## src/hdl/uhdir_pkg.sv

```systemverilog
// Package with constants, types and helpers of the half-duplex and infrared option.
//
// Contract
// - Control bit 1 turns infrared pulse coding on; not meant above 115.2 kbps.
// - Bit 2 keeps driver enable high while data pends, then until hold expires.
// - Half-duplex mode holds transmit interrupts until the shift register is empty.
// - Large-block bit 3 restores normal transmit interrupts: below threshold or empty.
// - Receive-enable bit 4 gates storing with half-duplex or infrared; then data is stored.
// - With half-duplex and infrared modes clear the receiver stores as normal full duplex.
// - Half-duplex with receive-enable and loopback clear disables the receiver, transmitting or not.
// - Receive-enable clear never allows the character timeout interrupt, in any mode.
// - Bits 7:5 give the hold delay in bit times, used only in half-duplex.
// - Hold delay starts with FIFO and shift register empty; FIFO write cancels it.
// - Driver enable rises one bit time before the first stop bit.
// - Loopback off, receive-enable clear: only plain mode stores, without timeout.
// - Loopback on: always store and interrupt; timeout only with receive-enable.
// - Encoder input high holds infrared output low and clears the pulse counter.
// - Encoder input low gives a pulse from the 7th to the 10th tick of a bit.
// - Sixteen ticks per bit; one is no pulse, zero is one pulse.
// - Decoder rests high; a falling edge drives it low for 16 ticks.
// - Receiver samples decoded input at tick 8 after its fall, then every 16.
// - Decoder accepts negative and positive pulses, keying on the falling edge.
// - Control bit 0 is reserved and has no effect.
// - Control register sits at address 010 only while line control 7:5 is 100.
package uhdir_pkg;

	localparam logic [2:0] ADDR_CONTROL      = 3'h2;
	localparam logic [2:0] ADDR_LINE_CONTROL = 3'h3;
	localparam logic [2:0] ADDR_STATUS       = 3'h5;
	localparam logic [2:0] LCR_WINDOW_KEY    = 3'h4;
	localparam int         LCR_KEY_LSB       = 5;

	localparam logic [7:0] CONTROL_RESET      = 8'h00;
	localparam logic [7:0] LINE_CONTROL_RESET = 8'h00;

	localparam logic [3:0] TICKS_LAST_IN_BIT = 4'hf;
	localparam logic [3:0] PULSE_RISE_TICK   = 4'h7;
	localparam logic [3:0] PULSE_FALL_TICK   = 4'ha;
	localparam logic [3:0] STROBE_FIRST_TICK = 4'h7;
	localparam logic [3:0] STROBE_NEXT_TICK  = 4'hf;
	localparam int         FRAME_BITS_RESET  = 10;

	typedef struct packed {
		logic [2:0] driver_hold_delay;
		logic       receive_enable_option;
		logic       large_block_option;
		logic       half_duplex_bus_enable;
		logic       infrared_mode_enable;
		logic       reserved;
	} uhdir_control_s;

	typedef struct packed {
		logic store;
		logic irq;
		logic timeout;
	} uhdir_rx_gate_s;

	typedef enum logic [1:0] {
		UHDIR_DRV_OFF  = 2'b00,
		UHDIR_DRV_ON   = 2'b01,
		UHDIR_DRV_HOLD = 2'b10
	} uhdir_drv_e;

	function automatic logic [3:0] uhdir_tick_inc(input logic [3:0] value);
		uhdir_tick_inc = value + 4'h1;
	endfunction : uhdir_tick_inc

endpackage : uhdir_pkg

```

## src/hdl/uhdir_top.sv

```systemverilog
// Half-duplex bus driver control, infrared coding and receive gating.
//
// Chosen here: the placing of the registers and the address-and-strobe port.
`timescale 1ns/1ps

module uhdir_top #(
	parameter int FRAME_BITS = uhdir_pkg::FRAME_BITS_RESET
) (
	input  wire logic                  clock,
	input  wire logic                  reset_n,
	input  wire logic [2:0]            reg_address,
	input  wire logic [7:0]            reg_write_data,
	input  wire logic                  reg_write,
	input  wire logic                  reg_read,
	output logic      [7:0]            reg_read_data,
	input  wire logic                  oversample_tick,
	input  wire logic                  bit_tick,
	input  wire logic                  tx_fifo_empty,
	input  wire logic                  tx_shift_empty,
	input  wire logic                  tx_fifo_write,
	input  wire logic                  tx_fifo_below_threshold,
	input  wire logic                  tx_before_stop,
	input  wire logic                  loopback_select,
	input  wire logic                  tx_from_uart,
	output logic                       tx_pin,
	input  wire logic                  rx_pin,
	output logic                       rx_to_receiver,
	output logic                       rx_sample_strobe,
	output logic                       driver_enable,
	output logic                       tx_irq_request,
	output uhdir_pkg::uhdir_rx_gate_s  rx_gate
);
	import uhdir_pkg::*;

	uhdir_control_s alternate_function_control;
	logic [7:0]     line_control;
	uhdir_drv_e     drv_state;
	uhdir_drv_e     next_drv_state;
	logic [2:0]     hold_count;
	logic [2:0]     next_hold_count;
	logic [3:0]     enc_count;
	logic           enc_out;
	logic           rx_prev;
	logic           dec_pending;
	logic [3:0]     dec_count;
	logic           dec_out;
	logic           dec_prev;
	logic           strobe_active;
	logic [3:0]     strobe_count;
	logic [7:0]     strobe_bits;
	logic           control_selected;
	logic           hd;
	logic           ir;
	logic           rcv;
	logic           tx_pending;
	logic           tx_all_empty;
	logic           rx_fall;
	logic           dec_fall;
	uhdir_rx_gate_s next_rx_gate;
	logic [7:0]     status_word;
	logic           hold_running;

	assign hd  = alternate_function_control.half_duplex_bus_enable;
	assign ir  = alternate_function_control.infrared_mode_enable;
	assign rcv = alternate_function_control.receive_enable_option;
	assign tx_all_empty = tx_fifo_empty && tx_shift_empty;
	assign tx_pending   = !tx_all_empty;

	// Status word: pulse coder, decoder, strobe and driver state.
	assign hold_running = (drv_state == UHDIR_DRV_HOLD);
	assign status_word  = {3'h0, enc_out, dec_out, strobe_active,
		hold_running, driver_enable};

	////////////////////////////////////////////////////////////////////////
	// Register port.

	// The control register is only visible through the line control key.
	assign control_selected = (reg_address == ADDR_CONTROL) &&
		(line_control[7:LCR_KEY_LSB] == LCR_WINDOW_KEY);

	always_ff @(posedge clock) begin
		if (!reset_n) begin
			alternate_function_control <= CONTROL_RESET;
		end else if (reg_write && control_selected) begin
			alternate_function_control <= reg_write_data;
		end
	end

	always_ff @(posedge clock) begin
		if (!reset_n) begin
			line_control <= LINE_CONTROL_RESET;
		end else if (reg_write && reg_address == ADDR_LINE_CONTROL) begin
			line_control <= reg_write_data;
		end
	end

	// Read data stands for the one cycle after the read strobe.
	// Unmapped addresses and a locked control register read as zero.
	always_ff @(posedge clock) begin
		if (!reset_n) begin
			reg_read_data <= 8'h00;
		end else if (!reg_read) begin
			reg_read_data <= 8'h00;
		end else begin
			case (reg_address)
				ADDR_CONTROL: begin
					if (control_selected) begin
						reg_read_data <= alternate_function_control;
					end else begin
						reg_read_data <= 8'h00;
					end
				end
				ADDR_LINE_CONTROL: begin
					reg_read_data <= line_control;
				end
				ADDR_STATUS: begin
					reg_read_data <= status_word;
				end
				default: begin
					reg_read_data <= 8'h00;
				end
			endcase
		end
	end

	////////////////////////////////////////////////////////////////////////
	// Line driver enable and hold delay.

	always_comb begin
		next_drv_state  = drv_state;
		next_hold_count = hold_count;
		case (drv_state)
			UHDIR_DRV_OFF: begin
				if (hd && tx_before_stop && tx_pending) begin
					next_drv_state = UHDIR_DRV_ON;
				end
			end
			UHDIR_DRV_ON: begin
				if (!hd) begin
					next_drv_state = UHDIR_DRV_OFF;
				end else if (tx_all_empty && !tx_fifo_write) begin
					next_hold_count = 3'h0;
					if (alternate_function_control.driver_hold_delay
							== 3'h0) begin
						next_drv_state = UHDIR_DRV_OFF;
					end else begin
						next_drv_state = UHDIR_DRV_HOLD;
					end
				end
			end
			UHDIR_DRV_HOLD: begin
				if (!hd) begin
					next_drv_state = UHDIR_DRV_OFF;
				end else if (tx_fifo_write || tx_pending) begin
					next_drv_state = UHDIR_DRV_ON;
				end else if (bit_tick) begin
					next_hold_count = hold_count + 3'h1;
					if (next_hold_count ==
							alternate_function_control.driver_hold_delay) begin
						next_drv_state = UHDIR_DRV_OFF;
					end
				end
			end
			default: begin
				next_drv_state = UHDIR_DRV_OFF;
			end
		endcase
	end

	always_ff @(posedge clock) begin
		if (!reset_n) begin
			drv_state  <= UHDIR_DRV_OFF;
			hold_count <= 3'h0;
		end else begin
			drv_state  <= next_drv_state;
			hold_count <= next_hold_count;
		end
	end

	always_ff @(posedge clock) begin
		if (!reset_n) begin
			driver_enable <= 1'b0;
		end else begin
			driver_enable <= (next_drv_state != UHDIR_DRV_OFF);
		end
	end

	////////////////////////////////////////////////////////////////////////
	// Transmit interrupt timing.

	// Clearing the large-block bit mid transfer falls back to shift-empty.
	always_ff @(posedge clock) begin
		if (!reset_n) begin
			tx_irq_request <= 1'b0;
		end else if (hd && !alternate_function_control.large_block_option)
				begin
			tx_irq_request <= tx_all_empty;
		end else begin
			tx_irq_request <= tx_fifo_below_threshold || tx_fifo_empty;
		end
	end

	////////////////////////////////////////////////////////////////////////
	// Receive gating.

	always_comb begin
		next_rx_gate.store   = 1'b1;
		next_rx_gate.irq     = 1'b1;
		next_rx_gate.timeout = rcv;
		if (!loopback_select && !rcv && (hd || ir)) begin
			next_rx_gate.store = 1'b0;
			next_rx_gate.irq   = 1'b0;
		end
		if (!hd && !ir) begin
			next_rx_gate.store = 1'b1;
		end
		if (rcv && hd) begin
			next_rx_gate.store = 1'b1;
		end
	end

	always_ff @(posedge clock) begin
		if (!reset_n) begin
			rx_gate <= '0;
		end else begin
			rx_gate <= next_rx_gate;
		end
	end

	////////////////////////////////////////////////////////////////////////
	// Infrared encoder.

	// True when the next tick of the bit lies inside the pulse window.
	function automatic logic in_pulse_window(input logic [3:0] count);
		logic [3:0] tick;
		tick = uhdir_tick_inc(count);
		in_pulse_window = (tick >= PULSE_RISE_TICK) &&
			(tick < PULSE_FALL_TICK);
	endfunction : in_pulse_window

	always_ff @(posedge clock) begin
		if (!reset_n) begin
			enc_count <= 4'h0;
		end else if (tx_from_uart) begin
			enc_count <= 4'h0;
		end else if (oversample_tick) begin
			enc_count <= uhdir_tick_inc(enc_count);
		end
	end

	always_ff @(posedge clock) begin
		if (!reset_n) begin
			enc_out <= 1'b0;
		end else if (tx_from_uart) begin
			enc_out <= 1'b0;
		end else if (oversample_tick) begin
			enc_out <= in_pulse_window(enc_count);
		end
	end

	// Bit 0 of the control register is never looked at.
	always_ff @(posedge clock) begin
		if (!reset_n) begin
			tx_pin <= 1'b1;
		end else if (ir) begin
			tx_pin <= enc_out;
		end else begin
			tx_pin <= tx_from_uart;
		end
	end

	////////////////////////////////////////////////////////////////////////
	// Infrared decoder.

	always_ff @(posedge clock) begin
		if (!reset_n) begin
			rx_prev <= 1'b1;
		end else begin
			rx_prev <= rx_pin;
		end
	end

	// Either pulse polarity has one falling edge, which is what counts.
	assign rx_fall = rx_prev && !rx_pin;

	// A fall that meets a tick is served at once; keeping it pending
	// would restart the low phase one tick later and stretch it.
	always_ff @(posedge clock) begin
		if (!reset_n) begin
			dec_pending <= 1'b0;
		end else if (oversample_tick) begin
			dec_pending <= 1'b0;
		end else if (rx_fall) begin
			dec_pending <= 1'b1;
		end
	end

	always_ff @(posedge clock) begin
		if (!reset_n) begin
			dec_out   <= 1'b1;
			dec_count <= 4'h0;
		end else if (oversample_tick && (dec_pending || rx_fall)) begin
			dec_out   <= 1'b0;
			dec_count <= 4'h0;
		end else if (oversample_tick && !dec_out) begin
			dec_count <= uhdir_tick_inc(dec_count);
			if (dec_count == TICKS_LAST_IN_BIT) begin
				dec_out <= 1'b1;
			end
		end
	end

	always_ff @(posedge clock) begin
		if (!reset_n) begin
			rx_to_receiver <= 1'b1;
		end else if (ir) begin
			rx_to_receiver <= dec_out;
		end else begin
			rx_to_receiver <= rx_pin;
		end
	end

	////////////////////////////////////////////////////////////////////////
	// Receive sampling strobe.

	always_ff @(posedge clock) begin
		if (!reset_n) begin
			dec_prev <= 1'b1;
		end else begin
			dec_prev <= rx_to_receiver;
		end
	end

	assign dec_fall = dec_prev && !rx_to_receiver;

	always_ff @(posedge clock) begin
		if (!reset_n) begin
			strobe_active    <= 1'b0;
			strobe_count     <= 4'h0;
			strobe_bits      <= 8'h00;
			rx_sample_strobe <= 1'b0;
		end else begin
			rx_sample_strobe <= 1'b0;
			if (!strobe_active && dec_fall) begin
				strobe_active <= 1'b1;
				strobe_count  <= 4'h0;
				strobe_bits   <= 8'h00;
			end else if (strobe_active && oversample_tick) begin
				strobe_count <= uhdir_tick_inc(strobe_count);
				if ((strobe_bits == 8'h00 &&
						strobe_count == STROBE_FIRST_TICK) ||
						(strobe_bits != 8'h00 &&
						strobe_count == STROBE_NEXT_TICK)) begin
					rx_sample_strobe <= 1'b1;
					strobe_count     <= 4'h0;
					strobe_bits      <= strobe_bits + 8'h01;
					if (strobe_bits == 8'(FRAME_BITS - 1)) begin
						strobe_active <= 1'b0;
					end
				end
			end
		end
	end

endmodule : uhdir_top

```

## config.mk

```make
export PLATFORM = sky130hd
export DESIGN_NAME = uhdir_top
export DESIGN_NICKNAME = d
export VERILOG_FILES = /design/src/hdl/uhdir_pkg.sv /design/src/hdl/uhdir_top.sv
export SDC_FILE = /design/constraint.sdc
export NUM_CORES = 1
export LEC_CHECK = 0
export ABC_AREA = 1
export BUFFER_PORTS_ARGS = -buffer_cell sky130_fd_sc_hd__buf_4
export CAP_MARGIN = 15
export CORE_MARGIN = 4
export CORE_UTILIZATION = 40
export DETAILED_ROUTE_END_ITERATION = 7
export PLACE_DENSITY_LB_ADDON = 0.1
export SYNTH_ARGS = -nofsm -noshare
export SYNTH_HDL_FRONTEND = slang
export SYNTH_SLANG_ARGS = --single-unit
export TNS_END_PERCENT = 1
```

## constraint.sdc

```tcl
create_clock -name clock -period 1.4 [get_ports clock]
set_input_delay 0.21 -clock clock [delete_from_list [all_inputs] [get_ports clock]]
set_output_delay 0.21 -clock clock [all_outputs]
set_load 0.02 [all_outputs]
```

After elaboration in Yosys (flattened, before gate mapping)
Index checks and enable logic that the tools add are counted.
W data, S select, Z words.

word-level totals
  bits in registers = 63
  input bits = 25
  output and inout port bits = 16
  logic and storage cells = 143

operators by class
  $add $sub $neg = 5
  order comparisons = 2
  equality and inequality tests = 16
  multiplexer cells = 32
  bitwise gates (word level) = 2
  reductions and logical operators = 58

operators with widths
  operator               count
  $pmux W8 S3            1
  $logic_and A1 B1 Y1    21
  $mux W2                9
  $mux W3                5
  $reduce_bool A2 Y1     7
  $mux W1                13
  $add A4 B1 Y4 const B  3
  $logic_not A1 Y1       11
  $ne A2 B2 Y1 const B   5
  $add A8 B1 Y8 const B  1
  $eq A4 B4 Y1 const B   2
  $eq A8 B4 Y1 const B   1
  $logic_not A8 Y1       1
  $mux W8                1
  $reduce_bool A8 Y1     1
  $reduce_or A2 Y1       4
  $eq A3 B2 Y1 const B   2
  $eq A3 B3 Y1 const B   2
  $pmux W2 S3            1
  $pmux W3 S2            1
  $reduce_and A2 Y1      3
  $reduce_and A6 Y1      1
  $logic_or A1 B1 Y1     5
  $eq A4 B3 Y1 const B   1
  12 further kinds       13

Longest topological paths before layout
Gate-level depths: netlist (run 1).

  depth after elaboration = 8
  depth in mapped cells = 10
  depth with buffers taken out = 10

Worst setup path after synthesis (run 1)
OpenSTA, ideal clock, no wires.

  path type = register to register
  from = register strobe_bits[0]
  to = register strobe_bits[2]
  library setup time = 0.122 ns
  arrival = 1.277 ns
  slack = 0.001 ns
  stages on the path, launching flop included = 11
  buffers on the path = 1
  clock period less this slack = 1.399 ns
  cells stage by stage = dfxtp_1 > inv_1 > ha_1 > inv_1 > nor2_1 > nand3_1 > nand2_4 > nand2_4 > buf_12 > nand2_2 > a21oi_2

on the way
  longest elaborated chain between the ends = 4

ends and longest elaborated chain
  what                                                                   RTL line          RTL
  start: declaration                                                     uhdir_top.sv:50   logic [7:0] strobe_bits;
  start signal: assignment                                               uhdir_top.sv:356  strobe_bits <= strobe_bits + 8'h01;
  parallel branches: the longest is 4 deep, another holds $add A8 B1 Y8  -

Several ways; the timed one is not identified.
A chain may end at the register's enable or synchronous reset.

Worst setup path after layout (run 1)
  from = register strobe_bits[1]
  to = register strobe_bits[0]

on the way
  longest elaborated chain between the ends = 4

ends and longest elaborated chain
  what                                                    RTL line                            RTL
  $logic_not A8 Y1 or $reduce_bool A8 Y1 (tied branches)  uhdir_top.sv:350, uhdir_top.sv:352
  $logic_and A1 B1 Y1, on equally long branches           uhdir_top.sv:350, uhdir_top.sv:352
  $logic_or A1 B1 Y1 (*)                                  uhdir_top.sv:351                    strobe_count == STROBE_FIRST_TICK) ||
  $reduce_and A2 Y1 (no line) (*)                         -

Every way passes the cells marked *; elsewhere a longest branch is shown, timed or not.

==> results of run 1 <==
[sequential cells by signal, summed over array words and instances, names as in the netlist, 3 cells and up]
name,cells
hold_count,3
strobe_count,4
reg_read_data,8
enc_count,4
line_control,8
dec_count,4
rx_gate,3
strobe_bits,8
alternate_function_control,5
[logic make-up (layout without fill, tap and decap cells)]
group	Yosys count	count (layout)	synth area share [%]
AND/OR/NAND/NOR	157	158	24.83
AO/OA/AOI/OAI	76	76	14.58
flip-flops	63	63	44.39
buffers and inverters	56	130	8.675
XOR/XNOR	13	13	4.007
adder cells (fa/ha/maj)	8	8	3.523
[layout make-up]
cell class,count,area share [%]
clock buffer,10,3.421
timing repair buffer,68,13.88
multi-input combinational,255,39.10
tap,96,3.219
clock inverter,6,1.643
sequential,63,34.00
inverter,46,4.728
[critical path, cell delays in order, from the launching register on]
cell	delay (ps)
dfxtp_1	320
inv_2	60
ha_2	180
nand3_2	90
o21ai_2	200
nand2_4	120
buf_8	160
nand3_1	70
a21oi_1	60
[placed cells by master (no fill, tap or decap), types with 2 or more instances in the layout]
master / instances
ha_4: 2
o21ai_2: 2
nand3_2: 5
inv_1: 40
clkinv_2: 3
a21oi_2: 3
clkbuf_8: 9
xnor2_1: 4
dfxtp_1: 57
dfxtp_2: 6
o211ai_1: 2
a22oi_1: 3
clkinvlp_4: 2
nor3_2: 2
o21ai_1: 3
nor2_2: 3
a31oi_1: 3
xor2_1: 9
a21oi_1: 34
nor2_1: 39
nand2_2: 12
buf_4: 67
o21ai_0: 22
nor3_1: 3
nor2_4: 2
ha_1: 5
nand2_4: 2
inv_2: 5
nand2_1: 60
nand3_1: 22
nand4_1: 4
[power by group through the flow]
stage | Combinational, mW | Clock (mW) | Sequential [mW]
after CTS | 0.258 | 1.58 | 1.85
after detailed placement | 0.257 | 0 | 1.89
after global routing | 0.300 | 1.66 | 1.85
after floorplan | 0.115 | 0 | 1.89
final | 0.267 | 1.56 | 1.85
after global placement | 0.255 | 0 | 1.89
[metal layers]
metal  vias to the layer above  global-route usage, %  routed length [um]
met5                         -                      0                   0
met4                         0                  9.901                 207
met3                        16                  3.610                 293
met2                        59                  24.64                3068
met1                      1198                  20.81                3171
li1                       1352                      -                   -
[stage by stage]
stage | hold slack [ps] | area, um^2 | cells | utilization [%] | power, mW
after global placement | 419.4 | 3376 | 524 | 49.41 | 2.141
after CTS | 66.14 | 3572 | 540 | 52.29 | 3.689
after global routing | 90.38 | 3731 | 544 | 54.62 | 3.813
final | 69.51 | 3731 | 544 | 54.62 | 3.670
after floorplan | 315.4 | 2841 | 373 | - | 2.009
after detailed placement | 426.1 | 3376 | 524 | 49.41 | 2.143
[final timing paths]
check / start / to / slack (ps)
worst max-delay path: strobe_bits[1] / strobe_bits[0] / 20
worst min-delay path: rx_pin / rx_prev / 70
worst max register to register: strobe_bits[1] / strobe_bits[0] / 20
worst min register to register: line_control[4] / line_control[4] / 450
[timing repair]
item,4_1_cts,5_1_grt
buffers inserted,0,3
cloned,0,1
pin swaps,1,15
gates resized for setup,5,32
endpoints found under the setup margin,8,16
==> results.ini, run 1 <==
[run_status]
status=complete, no violations

[power]
switching_power_uw=911.2
p_clk_share_pct=42.4
p_per_area_nw_per_um2=983.7
p_int_mw=2.759
switching_share_pct=24.83
comb_power_share_pct=7.3
seq_power_share_pct=50.3
cellLeakagePower_nw=1.576
vdd_drop_max_v=0.0004601

[layout]
antenna_cells=0
fillers=650
multi_input_area_um2=1459
layout-drive-gt1-share_pct=29.46
seqCellArea_um2=1269
nNetsFinal=476
syn_to_final_growth_pct=31.31

[cts]
cts_buffers=9
clk_pin_slew_worst_paths_ps=70
cts_buffer_depth=2
cts_tree=yes
cts_sinks=63
cts_hold_buf=0
htree_levels=3
cts-root-buf=clkbuf_8
clock_latency_ps=340

[grt]
grt_first_pass_wirelength_um=11050
antenna_found_initial=0
grt_overflow=0
grt_pass1_vias=2428
grt_use_total_pct=16.20
grt_max_degree=17

[logic_synthesis]
ys_seq_area_share_pct=44.39
synthCells=373
yosysTopAreaCell=dfxtp_1
ys_warn_count=0
ys.flop_type=dfxtp_1
netlist_top_cells_count=dfxtp_1, nand2_1, inv_1
syn_nets=406
synth-seq-cells=63
synth_edf_count=0
async_reset_ff_share_pct=0
synth_area_leaders=dfxtp_1, nand2_1, a21oi_1
netlist-cell-type-count=33
yosysTopAreaCellShare_pct=44.39
synth_area_um2=2841
postSynthAreaPerCell_um2=7.618

[drt]
ant_nets=0
vias_per_cell=4.825
drc=0
drt_wl_total_um=6740
drtPass1Iterations=4
detail_route.iter0.violations=77
wl_per_cell_um=12.39
route.vias.total=2625

[die]
die_w_um=92.29
die_y_um=92.29
fp.dieArea_um2=8517
num_rows=30
core-area_um2=6832
io_pins=41
start_util_pct=41.59

[sta]
finalCriticalPeriod_ps=1383
finalHoldViolCount=0
tns_ps=0
fin_crit_sh_pct=98.79
max-slew-margin-rel_pct=71.33
slew_viol_final=0
finalSetupViolations=0
setup_ws_ps=17.01
finClkSkew_ps=4.330
tightestPinTransition_ps=429.0
fmax_mhz=723.1
rsz0062_at_grt=yes

[setup_path]
start_kind=register
critPathMaxFanout=7
setup.worst_path.class=reg2reg
cp.arrival_ps=1600
critPathRequiredTime_ps=1620
setup.worst_path.end_class=register
ff2ff_path_depth=8

[placed_design]
portBuffers=40
place_ws_ps=-30.40
gp_congestion=0.8309
dp_hpwl_um=4713

[hold_path]
hold_depth=3
hp-class=in2reg

[run]
drv_cap=0

Power figures use the tool's default switching activity.
==> run 2: changes to the inputs <==
--- a/config.mk
+++ b/config.mk
@@ -6,7 +6,7 @@
 export NUM_CORES = 1
 export LEC_CHECK = 0
 export ABC_AREA = 1
-export BUFFER_PORTS_ARGS = -buffer_cell sky130_fd_sc_hd__buf_4
+export BUFFER_PORTS_ARGS = -buffer_cell sky130_fd_sc_hd__buf_2
 export CAP_MARGIN = 15
 export CORE_MARGIN = 4
 export CORE_UTILIZATION = 40
==> results.ini, run 2 (synthesized netlist as in run 1, its figures left out) <==
[power]
vdd_drop_max_v=0.0004138
seq_power_share_pct=50.6
switching_share_pct=24.94
p_clk_share_pct=42.9
comb_power_share_pct=6.5
cellLeakagePower_nw=1.525
total_power_mw=3.642
switching_power_uw=908.3
p_int_mw=2.734
p_per_area_nw_per_um2=1031

[grt]
grt_max_degree=17
grt_first_pass_wirelength_um=10740
grt_use_total_pct=16.01
grt_pass1_vias=2344
grt_overflow=0
antenna_found_initial=0

[drt]
drc=0
drtPass1Iterations=4
vias_per_cell=4.755
route.vias.total=2577
wl_per_cell_um=12.12
detail_route.iter0.violations=105
ant_nets=0
drt_wl_total_um=6568

[sta]
fin_crit_sh_pct=96.14
finalSetupViolations=0
finClkSkew_ps=12.16
finalCriticalPeriod_ps=1346
max-slew-margin-rel_pct=72.93
slew_viol_final=0
rsz0062_at_grt=yes
tightestPinTransition_ps=405.1
finalHoldViolCount=0
fmax_mhz=742.9

[cts]
cts-root-buf=clkbuf_8
cts_buffer_depth=2
cts_hold_buf=0
cts_buffers=9
htree_levels=3
cts_sinks=63
cts_tree=yes
clk_pin_slew_worst_paths_ps=70
post_cts_buffers=0
clock_latency_ps=350

[setup_path]
setup.worst_path.end_class=register
start_kind=register
critPathRequiredTime_ps=1670
setup.worst_path.class=reg2reg
cp.arrival_ps=1620
critPathMaxFanout=7

[hold_path]
hp-class=in2reg

[layout]
layout-drive-gt1-share_pct=25.34
antenna_cells=0
reg_top3=line_control x8, reg_read_data x8, strobe_bits x8
final_cell_mix=nand2_1, dfxtp_1, inv_1
final_common_cell=nand2_1
final_cell_area_um2=3535
syn_to_final_growth_pct=24.39
nNetsFinal=474

[placed_design]
portBuffers=40
dp_hpwl_um=4714
gp_congestion=0.8368
place_area_um2=3291

[die]
die_w_um=92.29
fp.dieArea_um2=8517
core-area_um2=6832
die_y_um=92.29
start_util_pct=41.59
num_rows=30
io_pins=41

[run]
drv_cap=0

[run_status]
status=complete, no violations

[run 2: through the flow]
| stage | TNS, ps | hold slack (ps) | setup slack (ps) | utilization (%) | instances |
|---|---|---|---|---|---|
| after floorplan | 0 | 315.4 | 0.9713 | - | 373 |
| after global placement | 0 | 420.1 | 24.10 | 48.17 | 526 |
| after detailed placement | -33.00 | 428.8 | -33.00 | 48.17 | 526 |
| after CTS | 0 | 66.54 | 4.093 | 50.97 | 542 |
| after global routing | -233.6 | 74.70 | -44.02 | 51.74 | 542 |
| final | 0 | 75.32 | 53.99 | 51.74 | 542 |
[run 2: path summary, 6_finish.rpt]
| path | to | slack (ps) | cells past startpoint | startpoint |
|---|---|---|---|---|
| hold / removal | rx_prev | 80 | 3 | rx_pin |
| setup reg to reg | strobe_bits[0] | 50 | 8 | strobe_count[0] |
| setup / recovery | strobe_bits[0] | 50 | 8 | strobe_count[0] |
| hold reg to reg | line_control[4] | 450 | 2 | line_control[4] |
[run 2: layer usage]
| layer | routed length (um) | track usage [%] |
|---|---|---|
| met2 | 2956 | 25.18 |
| met4 | 121 | 7.797 |
| met1 | 3139 | 20.39 |
| met5 | 0 | 0 |
| met3 | 351 | 4.020 |
[run 2: power groups by stage]
stage | Combinational [mW] | Sequential (mW) | Clock, mW
2_1_floorplan | 0.115 | 1.89 | 0
3_3_place_gp | 0.234 | 1.89 | 0
3_5_place_dp | 0.234 | 1.89 | 0
4_1_cts | 0.236 | 1.84 | 1.59
5_1_grt | 0.265 | 1.85 | 1.68
6_report | 0.236 | 1.84 | 1.56
[run 2: cell type report]
cell class                      instances  area [um^2]
Clock buffer                           10        127.6
Clock inverter                          6        61.31
Fill cell                             705         3297
Inverter                               46        172.7
Multi-Input combinational cell        254         1383
Sequential cell                        63         1264
Tap cell                               96        120.1
Timing Repair Buffer                   67        406.6
[run 2: repair_timing]
action	4_1_cts	5_1_grt
gates cloned	0	0
gates resized for setup	2	14
endpoints found under the setup margin	3	14
pin swaps	1	6
[run 2: worst max-delay path, cell delays in order, from the launching register on]
cell,delay [ps]
dfxtp_1,340
ha_1,160
inv_1,80
nor3_2,140
nand3_2,120
nand2_4,100
buf_6,130
nand3_1,80
a21oi_1,140
==> run 3: changes to the inputs <==
--- a/config.mk
+++ b/config.mk
@@ -9,9 +9,10 @@
 export BUFFER_PORTS_ARGS = -buffer_cell sky130_fd_sc_hd__buf_2
 export CAP_MARGIN = 15
 export CORE_MARGIN = 4
-export CORE_UTILIZATION = 40
+export CORE_UTILIZATION = 51
 export DETAILED_ROUTE_END_ITERATION = 7
 export PLACE_DENSITY_LB_ADDON = 0.1
+export SLEW_MARGIN = 30
 export SYNTH_ARGS = -nofsm -noshare
 export SYNTH_HDL_FRONTEND = slang
 export SYNTH_SLANG_ARGS = --single-unit
==> results.ini, run 3 (synthesized netlist as in run 1, its figures left out) <==
[power]
switching_power_uw=894.3
p_clk_share_pct=45.7
switching_share_pct=23.50
seq_power_share_pct=48.5
vdd_drop_max_v=0.0007704
comb_power_share_pct=5.8
p_per_area_nw_per_um2=1104
p_int_mw=2.912
cellLeakagePower_nw=1.513

[drt]
drc=0
route.vias.total=2552
vias_per_cell=5.024
drtPass1Iterations=4
detail_route.iter0.violations=101
ant_nets=0
wl_per_cell_um=12.11
drt_wl_total_um=6154

[setup_path]
crit_top_cell=nor2_1
critPathRequiredTime_ps=1640
setup.worst_path.end_class=register
critPathMaxFanout=12
start_kind=register
setup.worst_path.class=reg2reg
r2r_start=strobe_bits[1]
path_cells=inv_1 > ha_1 > nand3_1 > o21ai_2 > nand2_4 > nand2_4 > nor2_1 > nor2_1 > nor2_1
startpoint=strobe_bits[1]
critPathMaxStageDelay_ps=310
critical-path-slowest-cell=dfxtp_1
cp.arrival_ps=1590

[grt]
grt_max_degree=23
busiest_layer=met2
met2_usage_pct=33.65
grt_util_met3_pct=4.555
antenna_found_initial=0
grt_use_total_pct=19.96
grt_pass1_vias=2421
grt_first_pass_wirelength_um=10300
grt_overflow=0
grt_util_met1_pct=23.74

[layout]
instances_no_fill=508
fillers=465
layout-drive-gt1-share_pct=23.52
reg_top3=line_control x8, reg_read_data x8, strobe_bits x8
final_common_cell=nand2_1
antenna_cells=0
syn_to_final_growth_pct=21.36
nNetsFinal=466
multi_input_area_um2=1360
final_cell_mix=nand2_1, dfxtp_1, inv_1
seqCellArea_um2=1264

[sta]
tightestPinTransition_ps=396.4
slew_viol_final=0
max-slew-margin-rel_pct=73.51
rsz0062_at_grt=yes
finalCriticalPeriod_ps=1349
finalSetupViolations=0
fmax_mhz=741.2
fin_crit_sh_pct=96.36
finalHoldViolCount=0
finClkSkew_ps=7.291
setup_ws_ps=50.90
tns_ps=0

[cts]
cts_hold_buf=0
cts_tree=yes
cts_buffers=9
htree_levels=3
clock_latency_ps=340
post_cts_buffers=0
clk_pin_slew_worst_paths_ps=70
cts-root-buf=clkbuf_8
cts_buffer_depth=2
cts_sinks=63

[die]
die_y_um=82.64
io_pins=41
die_w_um=82.64
fp.dieArea_um2=6829
start_util_pct=54.25
num_rows=26
core-area_um2=5238

[placed_design]
place_ws_ps=-14.62
gp_congestion=0.7768
placedCellCount=492
portBuffers=40
dp_hpwl_um=4559

[hold_path]
hp-start=rx_pin
hp-class=in2reg

[run]
drv_cap=0

[run_status]
status=complete, no violations

==> run 3: routing by layer <==
layer,routed length [um],part of all wire (%)
met1,2747,45
met2,2993,49
met3,300,4.9
met4,112,1.8
met5,0,0
==> run 3: layout make-up <==
class	instances	share of cell area, %
tap	70	2.540
sequential	63	36.65
inverter	46	5.007
clock buffer	9	3.592
multi-input combinational	254	39.44
timing repair buffer	59	9.942
clock inverter	7	2.830
==> run 3: power by group through the flow <==
stage          sequential, mW  combinational, mW  clock [mW]
2_1_floorplan            1.89              0.115           0
3_3_place_gp             1.89              0.217           0
3_5_place_dp             1.89              0.218           0
4_1_cts                  1.85              0.220        1.78
5_1_grt                  1.85              0.253        1.85
6_report                 1.85              0.221        1.74
==> run 3: critical path: cells and delay by family (launching register included) <==
kind | cells | cell delay, ps
AOI/OAI and AO/OA | 1 | 170
adders and majority gates | 1 | 170
buffers and inverters | 1 | 70
DFF | 1 | 310
and+or+nand+nor | 6 | 530
==> run 3: per-stage QoR <==
| step | cell area [um^2] | utilization [%] | hold WS [ps] | total power, mW |
|---|---|---|---|---|
| 6_report | 3448 | 65.84 | 81.28 | 3.806 |
| 2_1_floorplan | 2841 | - | 315.4 | 2.009 |
| 3_5_place_dp | 3198 | 61.06 | 432.2 | 2.105 |
| 5_1_grt | 3448 | 65.84 | 76.91 | 3.957 |
| 3_3_place_gp | 3198 | 61.06 | 417.8 | 2.102 |
| 4_1_cts | 3422 | 65.34 | 64.74 | 3.844 |
==> run 3: final timing paths <==
kind	end	cells after the start	slack [ps]
worst min register to register	line_control[0]	2	450
worst max register to register	strobe_bits[5]	9	50
worst max-delay path	strobe_bits[5]	9	50
worst min-delay path	rx_prev	3	80
==> run 3: what timing repair did <==
action                     in CTS  in global routing
hold endpoints to repair        0                  0
gates cloned                    0                  0
pin swaps                       0                  1
setup endpoints to repair       4                 19
resized for setup               2                  9
